--- src/otb_pkg.sv ---
// Shared constants for the on-chip trace and breakpoint register block
package otb_pkg;

  // Register index width and byte width of the CPU register port
  localparam int REG_IDX_W = 4;
  localparam int BYTE_W    = 8;

  // Register indices within the debug register window
  localparam logic [REG_IDX_W-1:0] IDX_CMP_A_HIGH = 4'h0;
  localparam logic [REG_IDX_W-1:0] IDX_CMP_A_LOW  = 4'h1;
  localparam logic [REG_IDX_W-1:0] IDX_CMP_B_HIGH = 4'h2;
  localparam logic [REG_IDX_W-1:0] IDX_CMP_B_LOW  = 4'h3;
  localparam logic [REG_IDX_W-1:0] IDX_FIFO_HIGH  = 4'h4;
  localparam logic [REG_IDX_W-1:0] IDX_FIFO_LOW   = 4'h5;
  localparam logic [REG_IDX_W-1:0] IDX_CONTROL    = 4'h6;
  localparam logic [REG_IDX_W-1:0] IDX_FORCE_RST  = 4'hF;

  // Control register field positions
  localparam int CTL_ENABLE_BIT  = 7;
  localparam int CTL_ARM_BIT     = 6;
  localparam int CTL_TAG_BIT     = 5;
  localparam int CTL_BREAK_REQUEST_ENABLE_BIT   = 4;
  localparam int CTL_RWA_BIT     = 3;
  localparam int CTL_CMP_A_DIR_ENABLE_BIT   = 2;
  localparam int CTL_RWB_BIT     = 1;
  localparam int CTL_CMP_B_DIR_ENABLE_BIT   = 0;

  // Host force reset bit position
  localparam int HOST_FORCE_RESET_BIT = 0;

  // Reset and read-as-zero values
  localparam logic [BYTE_W-1:0] BYTE_ZERO = 8'h00;
  localparam logic              BIT_ZERO  = 1'h0;

  // Trigger mode encodings
  localparam logic [3:0] TRG_A_ONLY       = 4'h0;
  localparam logic [3:0] TRG_A_OR_B       = 4'h1;
  localparam logic [3:0] TRG_A_THEN_B     = 4'h2;
  localparam logic [3:0] TRG_EVENT_B      = 4'h3;
  localparam logic [3:0] TRG_A_THEN_EVT_B = 4'h4;
  localparam logic [3:0] TRG_A_AND_B_DATA = 4'h5;
  localparam logic [3:0] TRG_A_NOT_B_DATA = 4'h6;
  localparam logic [3:0] TRG_INSIDE_RANGE = 4'h7;
  localparam logic [3:0] TRG_OUTSIDE_RNG  = 4'h8;

  // Run state of the trace unit
  typedef enum logic [2:0] {
    OTB_ST_IDLE    = 3'b001,
    OTB_ST_WAIT    = 3'b010,
    OTB_ST_CAPTURE = 3'b100
  } otb_run_state_t;

endpackage

--- src/otb_trace_unit.sv ---
// Debug trace unit: comparators, trace FIFO, control register, host force reset
//
// Contract
// - Forced-reset register writes accepted only from serial debug commands, CPU writes ignored.
// - Forced-reset register always reads as zero.
// - Host writing one to force reset bit resets the whole MCU.
// - Two 16-bit comparators in four byte registers, reset to zero, always readable.
// - Comparator byte registers cannot be written while armed.
// - FIFO high port read-only; reads zero in event-only modes.
// - Reading FIFO high port never advances the FIFO.
// - FIFO low read returns low byte then advances; writes ignored.
// - Event-only modes store 8-bit data in low half of each word.
// - Low reads while armed do not advance FIFO; reader waits for run end.
// - Low read while disarmed stores latest opcode address into last FIFO slot.
// - Disarmed FIFO is eight-deep delay line; ninth read returns first capture.
// - Enable bit 7 turns unit on; cannot be set while secured.
// - Arm bit 6 set by write, cleared at run end or by zero write.
// - Bit 5 selects force (0) or tag (1) break; ignored when breaks disabled.
// - Bit 4 lets triggers request a break; otherwise triggers only store.
// - End trace breaks at trigger; begin trace breaks when FIFO becomes full.
// - Comparator A direction enable bit 2, value bit 3 (0 write, 1 read).
// - Comparator B direction enable bit 0, value bit 1 (0 write, 1 read).
// - Control register readable and writable at all times, even armed.
// - Eight bytes of registers reachable from ordinary application code.
// - Run ends on FIFO full in begin trace or trigger in end trace.
// - Armed status flag mirrors arm bit while enabled.
`timescale 1ns/10ps
`default_nettype none

module otb_trace_unit #(
  parameter int FIFO_DEPTH = 8,
  parameter int ADDR_W     = 16
) (
  input  wire logic                         clk_in,
  input  wire logic                         sys_rst_in,
  input  wire logic [otb_pkg::REG_IDX_W-1:0] reg_idx_in,
  input  wire logic                         reg_wr_in,
  input  wire logic                         reg_rd_in,
  input  wire logic [otb_pkg::BYTE_W-1:0]   reg_wdata_in,
  input  wire logic                         host_cmd_in,
  input  wire logic                         secure_in,
  input  wire logic [3:0]                   trig_mode_in,
  input  wire logic                         trace_begin_in,
  input  wire logic                         trigger_qualify_select_in,
  input  wire logic                         opcode_exec_in,
  input  wire logic                         bus_valid_in,
  input  wire logic                         bus_rw_in,
  input  wire logic [ADDR_W-1:0]            bus_addr_in,
  input  wire logic [otb_pkg::BYTE_W-1:0]   bus_data_in,
  input  wire logic                         cof_valid_in,
  input  wire logic [ADDR_W-1:0]            cof_addr_in,
  input  wire logic [ADDR_W-1:0]            opcode_addr_in,
  output logic      [otb_pkg::BYTE_W-1:0]   reg_rdata_out,
  output logic                              brk_req_out,
  output logic                              brk_tag_out,
  output logic                              mcu_reset_out,
  output logic                              armed_status_flag_out,
  output logic      [3:0]                   fifo_count_out
);
  import otb_pkg::*;

  localparam int CNT_W = $clog2(FIFO_DEPTH + 1);
  localparam int LAST  = FIFO_DEPTH - 1;
  localparam logic [CNT_W-1:0] CNT_FULL = CNT_W'(FIFO_DEPTH);
  localparam logic [CNT_W-1:0] CNT_ONE  = CNT_W'(1);
  localparam logic [CNT_W-1:0] CNT_ZERO = CNT_W'(0);

  // State registers
  logic [BYTE_W-1:0]  cmp_a_high_ff;
  logic [BYTE_W-1:0]  cmp_a_low_ff;
  logic [BYTE_W-1:0]  cmp_b_high_ff;
  logic [BYTE_W-1:0]  cmp_b_low_ff;
  logic               enable_ff;
  logic               tag_ff;
  logic               break_request_enable_ff;
  logic [3:0]         dir_ff;
  otb_run_state_t     state_ff;
  otb_run_state_t     nxt_state;
  logic               a_seen_ff;
  logic [CNT_W-1:0]   cnt_ff;
  logic [ADDR_W-1:0]  fifo_ff [FIFO_DEPTH];
  logic [BYTE_W-1:0]  rdata_ff;
  logic               brk_req_ff;
  logic               brk_tag_ff;
  logic               rst_pulse_ff;
  logic               armed_ff;

  // Register decode
  wire armed_w  = (state_ff != OTB_ST_IDLE);
  wire wr_ctl   = reg_wr_in && (reg_idx_in == IDX_CONTROL);
  wire wr_cmp   = reg_wr_in && !armed_w;
  wire rd_low   = reg_rd_in && (reg_idx_in == IDX_FIFO_LOW);
  wire evt_mode = (trig_mode_in == TRG_EVENT_B) || (trig_mode_in == TRG_A_THEN_EVT_B);
  wire begin_tr = trace_begin_in || evt_mode;

  // Control write fields
  wire nxt_enable = reg_wdata_in[CTL_ENABLE_BIT] && !secure_in;
  wire arm_req    = reg_wdata_in[CTL_ARM_BIT] && nxt_enable;
  wire start_run  = wr_ctl && arm_req && !armed_w;
  wire stop_run   = (wr_ctl && !arm_req) || !enable_ff;

  // Comparator values and direction qualification
  wire [ADDR_W-1:0] cmp_a = {cmp_a_high_ff, cmp_a_low_ff};
  wire [ADDR_W-1:0] cmp_b = {cmp_b_high_ff, cmp_b_low_ff};
  wire dir_ok_a = !dir_ff[CTL_CMP_A_DIR_ENABLE_BIT] || (bus_rw_in == dir_ff[CTL_RWA_BIT]);
  wire dir_ok_b = !dir_ff[CTL_CMP_B_DIR_ENABLE_BIT] || (bus_rw_in == dir_ff[CTL_RWB_BIT]);
  wire cmp_on   = bus_valid_in && armed_w && enable_ff;
  wire hit_a    = cmp_on && dir_ok_a && (bus_addr_in == cmp_a);
  wire hit_b    = cmp_on && dir_ok_b && (bus_addr_in == cmp_b);
  wire data_b   = cmp_on && dir_ok_b && (bus_data_in == cmp_b_low_ff);
  wire in_rng   = (bus_addr_in >= cmp_a) && (bus_addr_in <= cmp_b);

  // Trigger selection by mode
  logic raw_hit;
  always_comb begin
    case (trig_mode_in)
      TRG_A_ONLY:       raw_hit = hit_a;
      TRG_A_OR_B:       raw_hit = hit_a || hit_b;
      TRG_A_THEN_B:     raw_hit = a_seen_ff && hit_b;
      TRG_EVENT_B:      raw_hit = hit_b;
      TRG_A_THEN_EVT_B: raw_hit = a_seen_ff && hit_b;
      TRG_A_AND_B_DATA: raw_hit = hit_a && data_b;
      TRG_A_NOT_B_DATA: raw_hit = hit_a && !data_b;
      TRG_INSIDE_RANGE: raw_hit = cmp_on && in_rng;
      TRG_OUTSIDE_RNG:  raw_hit = cmp_on && !in_rng;
      default:          raw_hit = 1'b0;
    endcase
  end

  // Optional opcode qualification of the trigger
  wire trig_hit = raw_hit && (!trigger_qualify_select_in || opcode_exec_in);

  // Storage requests
  wire push_evt  = evt_mode && (state_ff == OTB_ST_WAIT) && trig_hit;
  wire push_end  = !begin_tr && (state_ff == OTB_ST_WAIT) && cof_valid_in;
  wire push_beg  = !evt_mode && (state_ff == OTB_ST_CAPTURE) && cof_valid_in;
  wire push      = (push_evt || push_end || push_beg) && enable_ff && !stop_run;
  wire push_full = push && (cnt_ff == CNT_FULL - CNT_ONE);
  wire prof_shift = rd_low && !armed_w;
  wire shift_en  = push || prof_shift;
  wire [ADDR_W-1:0] push_data = push_evt ? {BYTE_ZERO, bus_data_in} : cof_addr_in;
  wire [ADDR_W-1:0] shift_data = prof_shift ? opcode_addr_in : push_data;

  // Run end conditions
  wire end_trig = !begin_tr && (state_ff == OTB_ST_WAIT) && trig_hit;
  wire end_full = begin_tr && push_full;
  wire run_end  = end_trig || end_full;
  wire nxt_brk  = run_end && break_request_enable_ff && !stop_run;

  // Run state transitions
  always_comb begin
    case (state_ff)
      OTB_ST_IDLE: begin
        nxt_state = start_run ? OTB_ST_WAIT : OTB_ST_IDLE;
      end
      OTB_ST_WAIT: begin
        if (stop_run || run_end) begin
          nxt_state = OTB_ST_IDLE;
        end else if (trace_begin_in && !evt_mode && trig_hit) begin
          nxt_state = OTB_ST_CAPTURE;
        end else begin
          nxt_state = OTB_ST_WAIT;
        end
      end
      OTB_ST_CAPTURE: begin
        nxt_state = (stop_run || run_end) ? OTB_ST_IDLE : OTB_ST_CAPTURE;
      end
      default: nxt_state = OTB_ST_IDLE;
    endcase
  end

  // Read data selection
  logic [BYTE_W-1:0] rd_mux;
  always_comb begin
    case (reg_idx_in)
      IDX_CMP_A_HIGH: rd_mux = cmp_a_high_ff;
      IDX_CMP_A_LOW:  rd_mux = cmp_a_low_ff;
      IDX_CMP_B_HIGH: rd_mux = cmp_b_high_ff;
      IDX_CMP_B_LOW:  rd_mux = cmp_b_low_ff;
      IDX_FIFO_HIGH:  rd_mux = evt_mode ? BYTE_ZERO : fifo_ff[0][ADDR_W-1:BYTE_W];
      IDX_FIFO_LOW:   rd_mux = fifo_ff[0][BYTE_W-1:0];
      IDX_CONTROL:    rd_mux = {enable_ff, armed_w, tag_ff, break_request_enable_ff, dir_ff};
      IDX_FORCE_RST:  rd_mux = BYTE_ZERO;
      default:        rd_mux = BYTE_ZERO;
    endcase
  end

  // Comparator byte registers, locked while armed
  always_ff @(posedge clk_in) begin
    if (sys_rst_in) begin
      cmp_a_high_ff <= BYTE_ZERO;
      cmp_a_low_ff  <= BYTE_ZERO;
      cmp_b_high_ff <= BYTE_ZERO;
      cmp_b_low_ff  <= BYTE_ZERO;
    end else if (wr_cmp) begin
      if (reg_idx_in == IDX_CMP_A_HIGH) cmp_a_high_ff <= reg_wdata_in;
      if (reg_idx_in == IDX_CMP_A_LOW)  cmp_a_low_ff  <= reg_wdata_in;
      if (reg_idx_in == IDX_CMP_B_HIGH) cmp_b_high_ff <= reg_wdata_in;
      if (reg_idx_in == IDX_CMP_B_LOW)  cmp_b_low_ff  <= reg_wdata_in;
    end
  end

  // Control register fields
  always_ff @(posedge clk_in) begin
    if (sys_rst_in) begin
      enable_ff <= BIT_ZERO;
      tag_ff    <= BIT_ZERO;
      break_request_enable_ff  <= BIT_ZERO;
      dir_ff    <= 4'h0;
    end else if (wr_ctl) begin
      enable_ff <= nxt_enable;
      tag_ff    <= reg_wdata_in[CTL_TAG_BIT];
      break_request_enable_ff  <= reg_wdata_in[CTL_BREAK_REQUEST_ENABLE_BIT];
      dir_ff    <= reg_wdata_in[CTL_RWA_BIT:CTL_CMP_B_DIR_ENABLE_BIT];
    end
  end

  // Run state and sequence tracking
  always_ff @(posedge clk_in) begin
    if (sys_rst_in) begin
      state_ff  <= OTB_ST_IDLE;
      a_seen_ff <= BIT_ZERO;
      armed_ff  <= BIT_ZERO;
    end else begin
      state_ff  <= nxt_state;
      a_seen_ff <= start_run ? BIT_ZERO : (a_seen_ff || hit_a);
      armed_ff  <= (nxt_state != OTB_ST_IDLE);
    end
  end

  // Valid word count, cleared at arming, saturating at depth
  always_ff @(posedge clk_in) begin
    if (sys_rst_in) begin
      cnt_ff <= CNT_ZERO;
    end else if (start_run) begin
      cnt_ff <= CNT_ZERO;
    end else if (push && (cnt_ff != CNT_FULL)) begin
      cnt_ff <= cnt_ff + CNT_ONE;
    end
  end

  // Trace FIFO as shift chain: head at 0, new words enter at the last slot
  genvar gi;
  generate
    for (gi = 0; gi < FIFO_DEPTH; gi++) begin : g_fifo
      always_ff @(posedge clk_in) begin
        if (sys_rst_in) begin
          fifo_ff[gi] <= {ADDR_W{1'b0}};
        end else if (shift_en) begin
          fifo_ff[gi] <= (gi == LAST) ? shift_data : fifo_ff[(gi == LAST) ? gi : gi + 1];
        end
      end
    end
  endgenerate

  // Read data, break request and host reset outputs
  always_ff @(posedge clk_in) begin
    if (sys_rst_in) begin
      rdata_ff     <= BYTE_ZERO;
      brk_req_ff   <= BIT_ZERO;
      brk_tag_ff   <= BIT_ZERO;
      rst_pulse_ff <= BIT_ZERO;
    end else begin
      if (reg_rd_in) rdata_ff <= rd_mux;
      brk_req_ff   <= nxt_brk;
      brk_tag_ff   <= nxt_brk ? tag_ff : brk_tag_ff;
      rst_pulse_ff <= reg_wr_in && host_cmd_in && (reg_idx_in == IDX_FORCE_RST)
                      && reg_wdata_in[HOST_FORCE_RESET_BIT];
    end
  end

  // Output drive
  assign reg_rdata_out         = rdata_ff;
  assign brk_req_out           = brk_req_ff;
  assign brk_tag_out           = brk_tag_ff;
  assign mcu_reset_out         = rst_pulse_ff;
  assign armed_status_flag_out = armed_ff;
  assign fifo_count_out        = 4'(cnt_ff);
endmodule

`default_nettype wire

--- config.mk ---
export PLATFORM = sky130hd
export DESIGN_NAME = otb_trace_unit
export DESIGN_NICKNAME = d
export VERILOG_FILES = /design/src/otb_pkg.sv /design/src/otb_trace_unit.sv
export SDC_FILE = /design/constraint.sdc
export NUM_CORES = 1
export LEC_CHECK = 0
export ABC_AREA = 1
export CORE_MARGIN = 2
export CORE_UTILIZATION = 64
export CTS_CLUSTER_DIAMETER = 50
export CTS_CLUSTER_SIZE = 16
export DETAILED_ROUTE_END_ITERATION = 6
export DONT_BUFFER_PORTS = 1
export HOLD_SLACK_MARGIN = 0.05
export PLACE_DENSITY = 0.83
export SYNTH_ARGS = -nofsm -noshare
export SYNTH_HDL_FRONTEND = slang
export SYNTH_SLANG_ARGS = --single-unit
export TNS_END_PERCENT = 20
--- constraint.sdc ---
create_clock -name clk_in -period 7.7 [get_ports clk_in]
set_input_delay 1.54 -clock clk_in [delete_from_list [all_inputs] [get_ports clk_in]]
set_output_delay 1.54 -clock clk_in [all_outputs]
set_load 0.1 [all_outputs]
Word level (Yosys, flattened, before mapping)
Memories as Yosys holds them, arrays and structs flattened.
Cells that the tools add are included.
{ "classes": {"add_sub_neg": 1, "mul": 0, "n_div": 0, "n_lt_le_gt_ge": 2, "n_eq_ne": 27, "shift": 0, "n_mux": 23, "bitwise": 8, "reduce_logical": 75} }
{ "op_table": {"columns": ["cell", "n"], "rows": [
  ["16-bit two-way mux", 10],
  ["8-bit one-hot mux with 7 select lines", 1],
  ["1-bit logical AND", 42],
  ["16-bit equality test", 2],
  ["4-bit by 3-bit equality test with 1-bit output (second input constant)", 8],
  ["4-bit by 2-bit equality test with 1-bit output (second input constant)", 4],
  ["16-bit >= comparator", 1],
  ["16-bit <= comparator", 1],
  ["1-bit logical OR", 13],
  ["1-bit zero test", 12],
  ["3-bit two-way mux", 3],
  ["3-bit one-hot mux with 3 select lines", 1],
  ["4-bit by 1-bit equality test with 1-bit output (second input constant)", 2],
  ["4-bit equality test (second input constant)", 2],
  ["8-bit equality test", 1],
  ["4-bit zero test", 2],
  ["8-bit two-way mux", 1],
  ["1-bit bitwise OR", 8],
  ["1-bit one-hot mux with 8 select lines", 1],
  ["2-bit AND reduction", 4],
  ["3-bit by 1-bit inequality test with 1-bit output (second input constant)", 2],
  ["1-bit two-way mux", 5],
  ["4-bit by 1-bit adder with 4-bit output (second input constant)", 1],
  ["4-bit inequality test (second input constant)", 1],
  ["6 further kinds", 8]
]} }
{ "totals": {"reg_bits": 59, "latchBits": 0, "ramBits": 128, "mem_bits_ro": 0, "input_bits": 84, "n_memories": 1} }
{ "mem_list": {"columns": ["memory", "words", "word_bits", "rd", "rd_ports_with_merged_regs", "write_ports", "line", "text"], "rows": [
  ["fifo_ff", 8, 16, 8, 0, 8, "otb_trace_unit.sv:81", "logic [ADDR_W-1:0] fifo_ff [FIFO_DEPTH];"]
]} }

Longest topological paths before layout
Gate-level depths: netlist (run 1).
{ "depth": {"depth_word": 21, "mapped_depth": 24, "depth_no_buf": 24} }

Least setup slack after synthesis (run 1)
OpenSTA, ideal clock, no wires.
{ "synth_path": {"kind": "in2reg", "from": "in bus_addr_in[7]", "to": "mem fifo_ff[0][0], enable pin", "t_arrival_ns": 5.650, "setup_slack_ns": 0.629, "stages": 13, "path_cell_list": "ha_1 -> nand2_1 -> nor2_1 -> nand3_1 -> o21bai_1 -> nor2_1 -> nand2_1 -> nand3_1 -> nand3_2 -> nand2_2 -> nand3_4 -> a21oi_4 -> nand3b_1"} }
{ "synth_rtl": {"columns": ["element", "line", "text"], "rows": [
  ["from (decl)", "otb_trace_unit.sv:48", "input wire logic [ADDR_W-1:0] bus_addr_in,"],
  ["to (decl)", "otb_trace_unit.sv:81", null]
]} }

==> metrics.txt, run 1 <==
period utilization=0.533; Period minus WS final=4.10 ns; die height=124 µm; Slew @ Worst Pin=1.04 ns; leading cell type in the layout, fill and taps excluded=inv_1; final net count=1088; worst min-delay path class=reg -> reg; CP required=7.76 ns; final hold vios=0; post-route setup slack=3.60 ns; antenna diode count=0; # hold bufs at CTS=0; PostCTS Resize Cnt=0; Total GRT Usage=0.249; main combinational cell family by area after synthesis=simple AND/OR/NAND/NOR gates; mux cell area share after synthesis=0; DR vias/cell=5.46; Synthesized Nets=1095; Max-Cap Viols=0; sequential area share after synthesis=0.549; Ports=100; DR pass1 iterations=5; syn avg cell area=9.37 µm²; max_slew headroom=0.309; M1 WL=7.53 mm; P_leak=3.89 nW; Adder-Cell Fraction of Synth Area=0.0465; Mapped Cells=977; Die Footprint=15300 µm²; Top Layer Used=met4; maximum vdd drop=0.177 mV; TritonCTS Buffers=17; CTS tree=yes; DRT iter0 DRCs=561; Post-Synth Simple-Gate Area=0.182; cell area after layout=9790 µm²; most frequent cells in the layout=inv_1 (203), edfxtp_1 (128), nor2_2 (104), nand2_1 (103), a21oi_1 (76); final WL=18.0 mm; largest net degree at the start of global routing=129; antenna violations before repair=0; total negative slack=0 ns; postcts setup bufs=0; WS Path Type=in -> reg; Compound-Gate Fraction of Synth Area=0.107; core area=13900 µm²; # DRC=0; Placement Cell Area=9220 µm²; synthesized area=9150 µm²; RSZ-0062 raised after global routing=false; number of port buffers=0; CP arrival=4.17 ns; vias in the first global route=5882; Post-synth EDFFs=128; maximum fanout along the worst path=128; DP Wirelength=12.7 mm; die span in x=124 µm; Slew Viols, Final=0; WL per Instance=15.5 µm; ANT nets after route=0; main flop type after synthesis=edfxtp_1; # rows=43; via count=6347; Power Dens Cells=213 nW/µm²; synth unique cells=42; Post-Place Cells=1131; initial core utilization=0.657; met2 WL=8.33 mm; worst-case clock skew=0.00980 ns; Overflow after GRT=0; endpoints failing setup=0; Max Buffers Root-to-Sink=2; clock root cell=clkbuf_16; placement-stage worst setup slack=3.18 ns; CP startpoint kind=input port; Num Clock Sinks=187; area grow syn2layout=6.97%; clk slew on worst S/H paths=0.07 ns; worst hold slack=0.484 ns; share of layout cells above drive strength 1=0.153; H-tree levels=4; later-pin clock latency in the skew report=0.44 ns; met3 WL=1.55 mm; Async SR Flop Fraction=0; Synth Register Bits=187; Critical Path Sink Type=flop; status=complete, no violations; global-route wire length before repair=28.2 mm; Fmax=0.244 GHz; Synth Warn #=0; Post-Synth XOR/XNOR Area=0.00766; GPL Wtd Cong=0.969; fin cells=1163
==> power breakdown <==
part,internal (mW),switching [mW]
clock,0.459,0.398
combinational,0.0343,0.0785
sequential,1.10,0.0158
==> registers in the layout, indices dropped and copies added, names as in the netlist, 3 cells and up <==
| name | cells |
|---|---|
| dir_ff | 4 |
| cmp_a_low_ff | 8 |
| fifo_count_out | 4 |
| cmp_b_low_ff | 8 |
| cmp_b_high_ff | 8 |
| cmp_a_high_ff | 8 |
| state_ff | 3 |
| reg_rdata_out | 8 |
| fifo_ff | 128 |
==> through the flow <==
stage          power [mW]   util
2_1_floorplan        1.23      -
3_3_place_gp         1.25  0.661
3_5_place_dp         1.25  0.661
4_1_cts              2.10  0.702
5_1_grt              2.16  0.702
6_report             2.09  0.702
==> cell families after synthesis <==
kind of cell,count (synthesis)
simple gates,337
buf+inv,234
flops,187
compound gates,177
fa+ha+maj,34
xor+xnor,8
==> worst paths after layout <==
path | startpoint | to | slack [ns] | depth (start not counted)
setup / recovery | bus_addr_in[7] | fifo_ff[0][52] | 3.60 | 15
hold / removal | tag_ff | tag_ff | 0.48 | 2
setup reg to reg | cmp_b_low_ff[6] | fifo_ff[0][52] | 4.16 | 16
hold reg to reg | tag_ff | tag_ff | 0.48 | 2
==> per-layer routing <==
layer | vias up | GRT usage
met5 | - | 0
met4 | 0 | 0.116
met3 | 41 | 0.0485
met2 | 265 | 0.400
met1 | 2893 | 0.328
li1 | 3148 | -
==> cell type report <==
cell class                 instances  area (µm²)
multi-input combinational        556        3150
timing repair buffer               3        47.5
fill                             999        4150
inverter                         205         769
clock buffer                      18         429
clock inverter                    14         144
tap                              180         225
sequential                       187        5020
==> Yosys cell counts, types with 5 or more instances <==
cell | n | area [µm²]
nor2_2 | 104 | 651
inv_1 | 203 | 762
nor2_1 | 67 | 251
xor2_1 | 8 | 70.1
buf_6 | 12 | 135
nand3_1 | 43 | 215
dfxtp_1 | 59 | 1180
a21oi_1 | 76 | 380
o21ai_0 | 62 | 310
ha_1 | 34 | 425
a31oi_1 | 7 | 43.8
clkbuf_1 | 14 | 52.6
nor3_1 | 5 | 25.0
nand2_1 | 103 | 387
o221ai_1 | 6 | 52.6
edfxtp_1 | 128 | 3840
o22ai_1 | 8 | 50.1
==> worst max-delay path, cell delays in order <==
cell,delay (ns)
ha_1,0.28
nand2_1,0.07
nor2_1,0.27
nand2_1,0.09
nand2_1,0.09
nand2_1,0.05
nand2_1,0.06
nand2_1,0.08
nand3_1,0.09
nand3_2,0.08
nand2_2,0.10
nand3_4,0.25
a21oi_4,0.32
nand3b_1,0.19
buf_12,0.52
(Power assumes the default switching activity.)
==> run 2: changes to the inputs <==
Clock period 7.7 ns to 4 ns, I/O delays scaled along.
==> metrics.txt, run 2 (same netlist as run 1, synthesis figures left out) <==
max_slew headroom=0.300 (was 0.309); CTS tree=yes (unchanged); P_leak=3.92 nW (was 3.89 nW); Critical Path Sink Type=flop (unchanged); leading cell type in the layout, fill and taps excluded=inv_1 (unchanged); RSZ-0062 raised after global routing=false (unchanged); CP arrival=3.29 ns (was 4.17 ns); TritonCTS Buffers=17 (unchanged); worst hold slack=0.427 ns (was 0.484 ns); Max Buffers Root-to-Sink=2 (unchanged); delay-heaviest family, CP=simple AND/OR/NAND/NOR gates (unchanged); total negative slack=0 ns (unchanged); initial core utilization=0.657 (unchanged); switching share of power=0.237 (was 0.236); most frequent cells in the layout=inv_1 (203), edfxtp_1 (128), nor2_2 (106), nand2_1 (102), a21oi_1 (76) (was inv_1 (203), edfxtp_1 (128), nor2_2 (104), nand2_1 (103), a21oi_1 (76)); Fmax=0.312 GHz; final hold vios=0 (unchanged); Overflow after GRT=0 (unchanged); total power=3.94 mW (was 2.09 mW); fin cells=1170 (was 1163); via count=6393 (was 6347); Num Clock Sinks=187 (unchanged); CP max stage delay=0.44 ns (was 0.52 ns); final WL=18.6 mm (was 18.0 mm); worst hold stages=1 (was 2); Total GRT Usage=0.260 (was 0.249); antenna diode count=0 (unchanged); Comb power frac=0.058 (was 0.054); DR vias/cell=5.46 (about the same); Max-Cap Viols=0 (unchanged); die span in x=124 µm (unchanged); antenna violations before repair=0 (unchanged); WS Path Type=reg -> reg (was in -> reg); DRT iter0 DRCs=446 (was 561); Slew Viols, Final=0 (unchanged); largest net degree at the start of global routing=97 (was 129); clk slew on worst S/H paths=0.07 ns (about the same); PostCTS Resize Cnt=0 (unchanged); later-pin clock latency in the skew report=0.43 ns (was 0.44 ns); CP required=4.08 ns (was 7.76 ns); max FFs per register=128 (unchanged); Period minus WS final=3.21 ns; CP startpoint kind=flop (was input port); worst min-delay path class=in -> reg (was reg -> reg); vias in the first global route=5955 (was 5882); core area=13900 µm² (unchanged); # hold bufs at CTS=0 (unchanged); global-route wire length before repair=29.1 mm (was 28.2 mm); DP Wirelength=13.4 mm (was 12.7 mm); Power Dens Cells=396 nW/µm² (was 213 nW/µm²); Worst path depth=17 (was 15); Sw Pwr=935 µW (was 492 µW); maximum fanout along the worst path=96 (was 128); Die Footprint=15300 µm² (unchanged); Top reg by flops=fifo_ff (unchanged); number of port buffers=0 (unchanged); H-tree levels=4 (unchanged); maximum vdd drop=0.307 mV (was 0.177 mV); ANT nets after route=0 (unchanged); Post-Place Cells=1138 (was 1131); GPL Wtd Cong=0.959 (was 0.969); final net count=1095 (was 1088); CP max-delay cell=dfxtp_1 (was buf_12); power share of the clock group=0.396 (was 0.410); clock root cell=clkbuf_16 (unchanged); DR pass1 iterations=5 (unchanged); endpoints failing setup=0 (unchanged); Int Pwr=3.00 mW (was 1.60 mW); critical path, cell by cell=inv_1 > ha_1 > nand2_1 > nor2_1 > nor2_1 > nand2_1 > nand2_1 > nand2_1 > nand2_1 > nand2_1 > nand2_1 > nand3_2 > nand2_2 > nand3_4 > a21oi_4 > nand3b_1 > buf_12 (was ha_1 > nand2_1 > nor2_1 > nand2_1 > nand2_1 > nand2_1 > nand2_1 > nand2_1 > nand3_1 > nand3_2 > nand2_2 > nand3_4 > a21oi_4 > nand3b_1 > buf_12); r2r worst-path depth=17 (was 16); worst-case clock skew=0.00914 ns (was 0.00980 ns); share of layout cells above drive strength 1=0.172 (was 0.153); most used cell, CP=nand2_1 (unchanged); area grow syn2layout=8.79% (was 6.97%); # DRC=0 (unchanged); Slew @ Worst Pin=1.05 ns (was 1.04 ns); status=complete, no violations (unchanged); die height=124 µm (unchanged); WL per Instance=15.9 µm (was 15.5 µm); Seq pwr share=0.547 (was 0.536); period utilization=0.802; CP bufs+invs=2 (was 1); Ports=100 (unchanged); # rows=43 (unchanged); postcts setup bufs=0 (unchanged)
-- run 2: cell count changes in the layout (fill, tap and decap cells not counted), moves of 2 or more --
cell,previous run,this run
nor2_1,67,65
clkinv_2,1,3
ha_4,0,10
inv_6,7,4
clkinvlp_4,0,3
ha_1,34,24
buf_4,1,7
nor2_2,104,106
-- run 2: through the flow --
stage	setup WS [ns]	utilization	area [µm²]
floorplan	-2.27	-	9280
global placement	0.571	0.675	9410
detailed placement	0.529	0.675	9410
CTS	0.808	0.714	9950
global route	0.565	0.714	9950
finish	0.792	0.714	9950
-- run 2: cell type report --
| cell class | count | area, µm² |
|---|---|---|
| clock buffer | 17 | 425 |
| fill | 1019 | 3980 |
| inverter | 205 | 769 |
| tap | 180 | 225 |
| sequential | 187 | 5020 |
| timing repair buffer | 10 | 113 |
| clock inverter | 15 | 116 |
| multi-input combinational | 556 | 3280 |
-- run 2: worst reg2reg max path: cells and delay by family (launching register included) --
family                     cells  cell delay, ns
adders and majority gates      1            0.29
buffers and inverters          2            0.54
and+or+nand+nor               13            1.25
DFF                            1            0.44
AOI/OAI and AO/OA              1            0.29
-- run 2: path summary, 6_finish.rpt --
check / to / slack, ns / start
worst min-delay path: reg_rdata_out[3] / 0.43 / sys_rst_in
worst max register to register: fifo_ff[1][42] / 0.79 / cmp_b_low_ff[6]
worst min register to register: break_request_enable_ff / 0.48 / break_request_enable_ff
worst max-delay path: fifo_ff[1][42] / 0.79 / cmp_b_low_ff[6]
-- run 2: metal layers --
| metal | vias up | wire [µm] | global-route usage |
|---|---|---|---|
| met5 | - | 0 | 0 |
| met4 | 0 | 560 | 0.106 |
| met3 | 41 | 1640 | 0.0659 |
| met2 | 250 | 8760 | 0.420 |
| met1 | 2940 | 7640 | 0.336 |
| li1 | 3162 | - | - |
-- run 2: power groups by stage --
stage                     clock network (mW)  logic [mW]  registers [mW]
after floorplan                            0       0.177            2.20
after global placement                     0       0.218            2.19
after detailed placement                   0       0.223            2.20
after CTS                               1.57       0.226            2.16
after global routing                    1.64       0.260            2.16
final                                   1.56       0.227            2.15
==> run 3: changes to the inputs <==
Clock period 4 ns to 3 ns, I/O delays scaled along.
==> metrics.txt, run 3 (same netlist as run 1, synthesis figures left out) <==
Worst Hold End=reg_rdata_out[3] (unchanged); initial core utilization=0.657 (unchanged); core area=13900 µm² (unchanged); die span in x=124 µm (unchanged); Critical Path Sink Type=flop (unchanged); CP bufs+invs=4 (was 2); Worst R2R Start=cmp_a_low_ff[3] (was cmp_b_low_ff[6]); Max Buffers Root-to-Sink=2 (unchanged); Max-Cap Viols=0 (unchanged); r2r worst-path depth=18 (was 17); via count=6903 (was 6393); delay-heaviest family, CP=simple AND/OR/NAND/NOR gates (unchanged); worst-case clock skew=0.00879 ns (was 0.00914 ns); placement-stage worst setup slack=-0.0341 ns (was 0.529 ns); Overflow after GRT=0 (unchanged); R2R Path End=fifo_ff[1][30] (was fifo_ff[1][42]); most used cell, CP=nand2_1 (unchanged); Slew @ Worst Pin=1.00 ns (was 1.05 ns); Num Clock Sinks=187 (unchanged); WS Path Type=reg -> reg (unchanged); leading cell type in the layout, fill and taps excluded=inv_1 (unchanged); Die Footprint=15300 µm² (unchanged); # rows=43 (unchanged); vias in the first global route=6472 (was 5955); Ports=100 (unchanged); final WL=21.0 mm (was 18.6 mm); most frequent cells in the layout=inv_1 (200), edfxtp_1 (128), nor2_2 (109), nand2_1 (101), a21oi_1 (76) (was inv_1 (203), edfxtp_1 (128), nor2_2 (106), nand2_1 (102), a21oi_1 (76)); DP Wirelength=14.4 mm (was 13.4 mm); Fmax=0.337 GHz (was 0.312 GHz); Total GRT Usage=0.275 (was 0.260); Top reg by flops=fifo_ff (unchanged); P_leak=4.19 nW (was 3.92 nW); FF-to-FF setup slack=0.03 ns (was 0.79 ns); CP arrival=3.12 ns (was 3.29 ns); maximum vdd drop=0.467 mV (was 0.307 mV); WL per Instance=17.4 µm (was 15.9 µm); clk slew on worst S/H paths=0.07 ns (about the same); maximum fanout along the worst path=13 (was 96); max FFs per register=128 (unchanged); DR vias/cell=5.71 (was 5.46); later-pin clock latency in the skew report=0.43 ns (about the same); total negative slack=0 ns (unchanged); Power Dens Cells=515 nW/µm² (was 396 nW/µm²); status=finished, violations left (was complete, no violations); GPL Wtd Cong=0.984 (was 0.959); antenna diode count=0 (unchanged); final design utilization=0.752 (was 0.714); cell area after layout=10500 µm² (was 9950 µm²); area grow syn2layout=14.5% (was 8.79%); period utilization=0.990 (was 0.802); post-route setup slack=0.0308 ns (was 0.792 ns); CP max stage delay=0.34 ns (was 0.44 ns); DRT iter0 DRCs=611 (was 446); final net count=1134 (was 1095); CP required=3.15 ns (was 4.08 ns); clock root cell=clkbuf_16 (unchanged); worst hold stages=1 (unchanged); worst min-delay path class=in -> reg (unchanged); share of layout cells above drive strength 1=0.216 (was 0.172); global-route wire length before repair=31.3 mm (was 29.1 mm); Period minus WS final=2.97 ns (was 3.21 ns); CTS tree=yes (unchanged); # hold bufs at CTS=0 (unchanged); H-tree levels=4 (unchanged); TritonCTS Buffers=17 (unchanged); die height=124 µm (unchanged); # DRC=2 (was 0); CP max-delay cell=dfxtp_1 (unchanged); largest net degree at the start of global routing=57 (was 97); max_slew headroom=0.331 (was 0.300); Hold Path Origin=sys_rst_in (unchanged); antenna violations before repair=0 (unchanged); Slew Viols, Final=0 (unchanged); final hold vios=0 (unchanged); CP startpoint kind=flop (unchanged); violated checks=design-rule violations; DR pass1 iterations=7 (was 5); Fillers=934 (was 1019); critical path, cell by cell=inv_1 > ha_4 > nand2_1 > nor2_1 > nand3_2 > o21bai_1 > nor2_1 > nand2_1 > nand2_1 > nand2_1 > nand3_2 > nand2_2 > nand3_4 > a21oi_4 > nand3b_1 > buf_4 > buf_6 > clkbuf_16 (was inv_1 > ha_1 > nand2_1 > nor2_1 > nor2_1 > nand2_1 > nand2_1 > nand2_1 > nand2_1 > nand2_1 > nand2_1 > nand3_2 > nand2_2 > nand3_4 > a21oi_4 > nand3b_1 > buf_12); number of port buffers=0 (unchanged); ANT nets after route=0 (unchanged); Placement Cell Area=9710 µm² (was 9410 µm²); endpoints failing setup=0 (unchanged)
==> run 3: changes by cell type in the layout (fill, tap and decap cells not counted), sizes merged <==
| cell | change |
|---|---|
| buf | +34 |
| bufinv | +1 |
| clkbuf | +6 |
| clkinv | -3 |
| clkinvlp | +1 |
==> run 3: cell type report <==
| cell class | instances | area [µm²] | area share |
|---|---|---|---|
| Multi-Input combinational cell | 556 | 3320 | 0.317 |
| Inverter | 205 | 769 | 0.0734 |
| Timing Repair Buffer | 49 | 571 | 0.0544 |
| Tap cell | 180 | 225 | 0.0215 |
| Clock buffer | 18 | 429 | 0.0410 |
| Clock inverter | 14 | 135 | 0.0129 |
| Sequential cell | 187 | 5030 | 0.480 |
==> run 3: power breakdown <==
part | leakage [nW] | switching [mW] | internal [mW]
sequential | 1.81 | 0.0417 | 2.83
combinational | 2.12 | 0.228 | 0.136
clock | 0.265 | 1.00 | 1.16
total | 4.19 | 1.27 | 4.13
==> run 3: how the worst max path moves through the flow <==
| stage | slack [ns] | from | cells after the start | end |
|---|---|---|---|---|
| 3_3_place_gp | -0.005 | bus_addr_in[5] | 16 | fifo_ff[1][26] |
| 3_5_place_dp | -0.03 | bus_addr_in[5] | 16 | fifo_ff[1][10] |
| 6_report | 0.03 | cmp_a_low_ff[3] | 18 | fifo_ff[1][30] |
| 4_1_cts | 0.08 | cmp_b_low_ff[7] | 18 | fifo_ff[0][45] |
| 5_1_grt | -0.06 | cmp_a_low_ff[3] | 18 | fifo_ff[1][26] |
| 2_1_floorplan | -3.07 | bus_addr_in[5] | 13 | fifo_ff[0][0] |
==> run 3: repair_timing <==
action / in CTS / in global routing
setup endpoints to repair: 0 / 219
resized for setup: 0 / 20
setup buffers: 0 / 4
hold endpoints to repair: 0 / 0
==> run 3: through the flow <==
step                      total power, mW  cells  hold WS (ns)
after CTS                            5.38   1199         0.221
after floorplan                      3.17    977         0.439
final                                5.40   1209         0.228
after global placement               3.23   1167         0.466
after detailed placement             3.25   1167         0.471
after global routing                 5.57   1209         0.217
==> run 3: per-layer routing <==
metal  vias to the layer above  track usage  part of all wire
met1                      3214        0.338              0.38
met4                         0        0.121             0.038
met3                        80       0.0623             0.093
met2                       360        0.465              0.49
li1                       3249            -                 -
met5                         -            0                 0
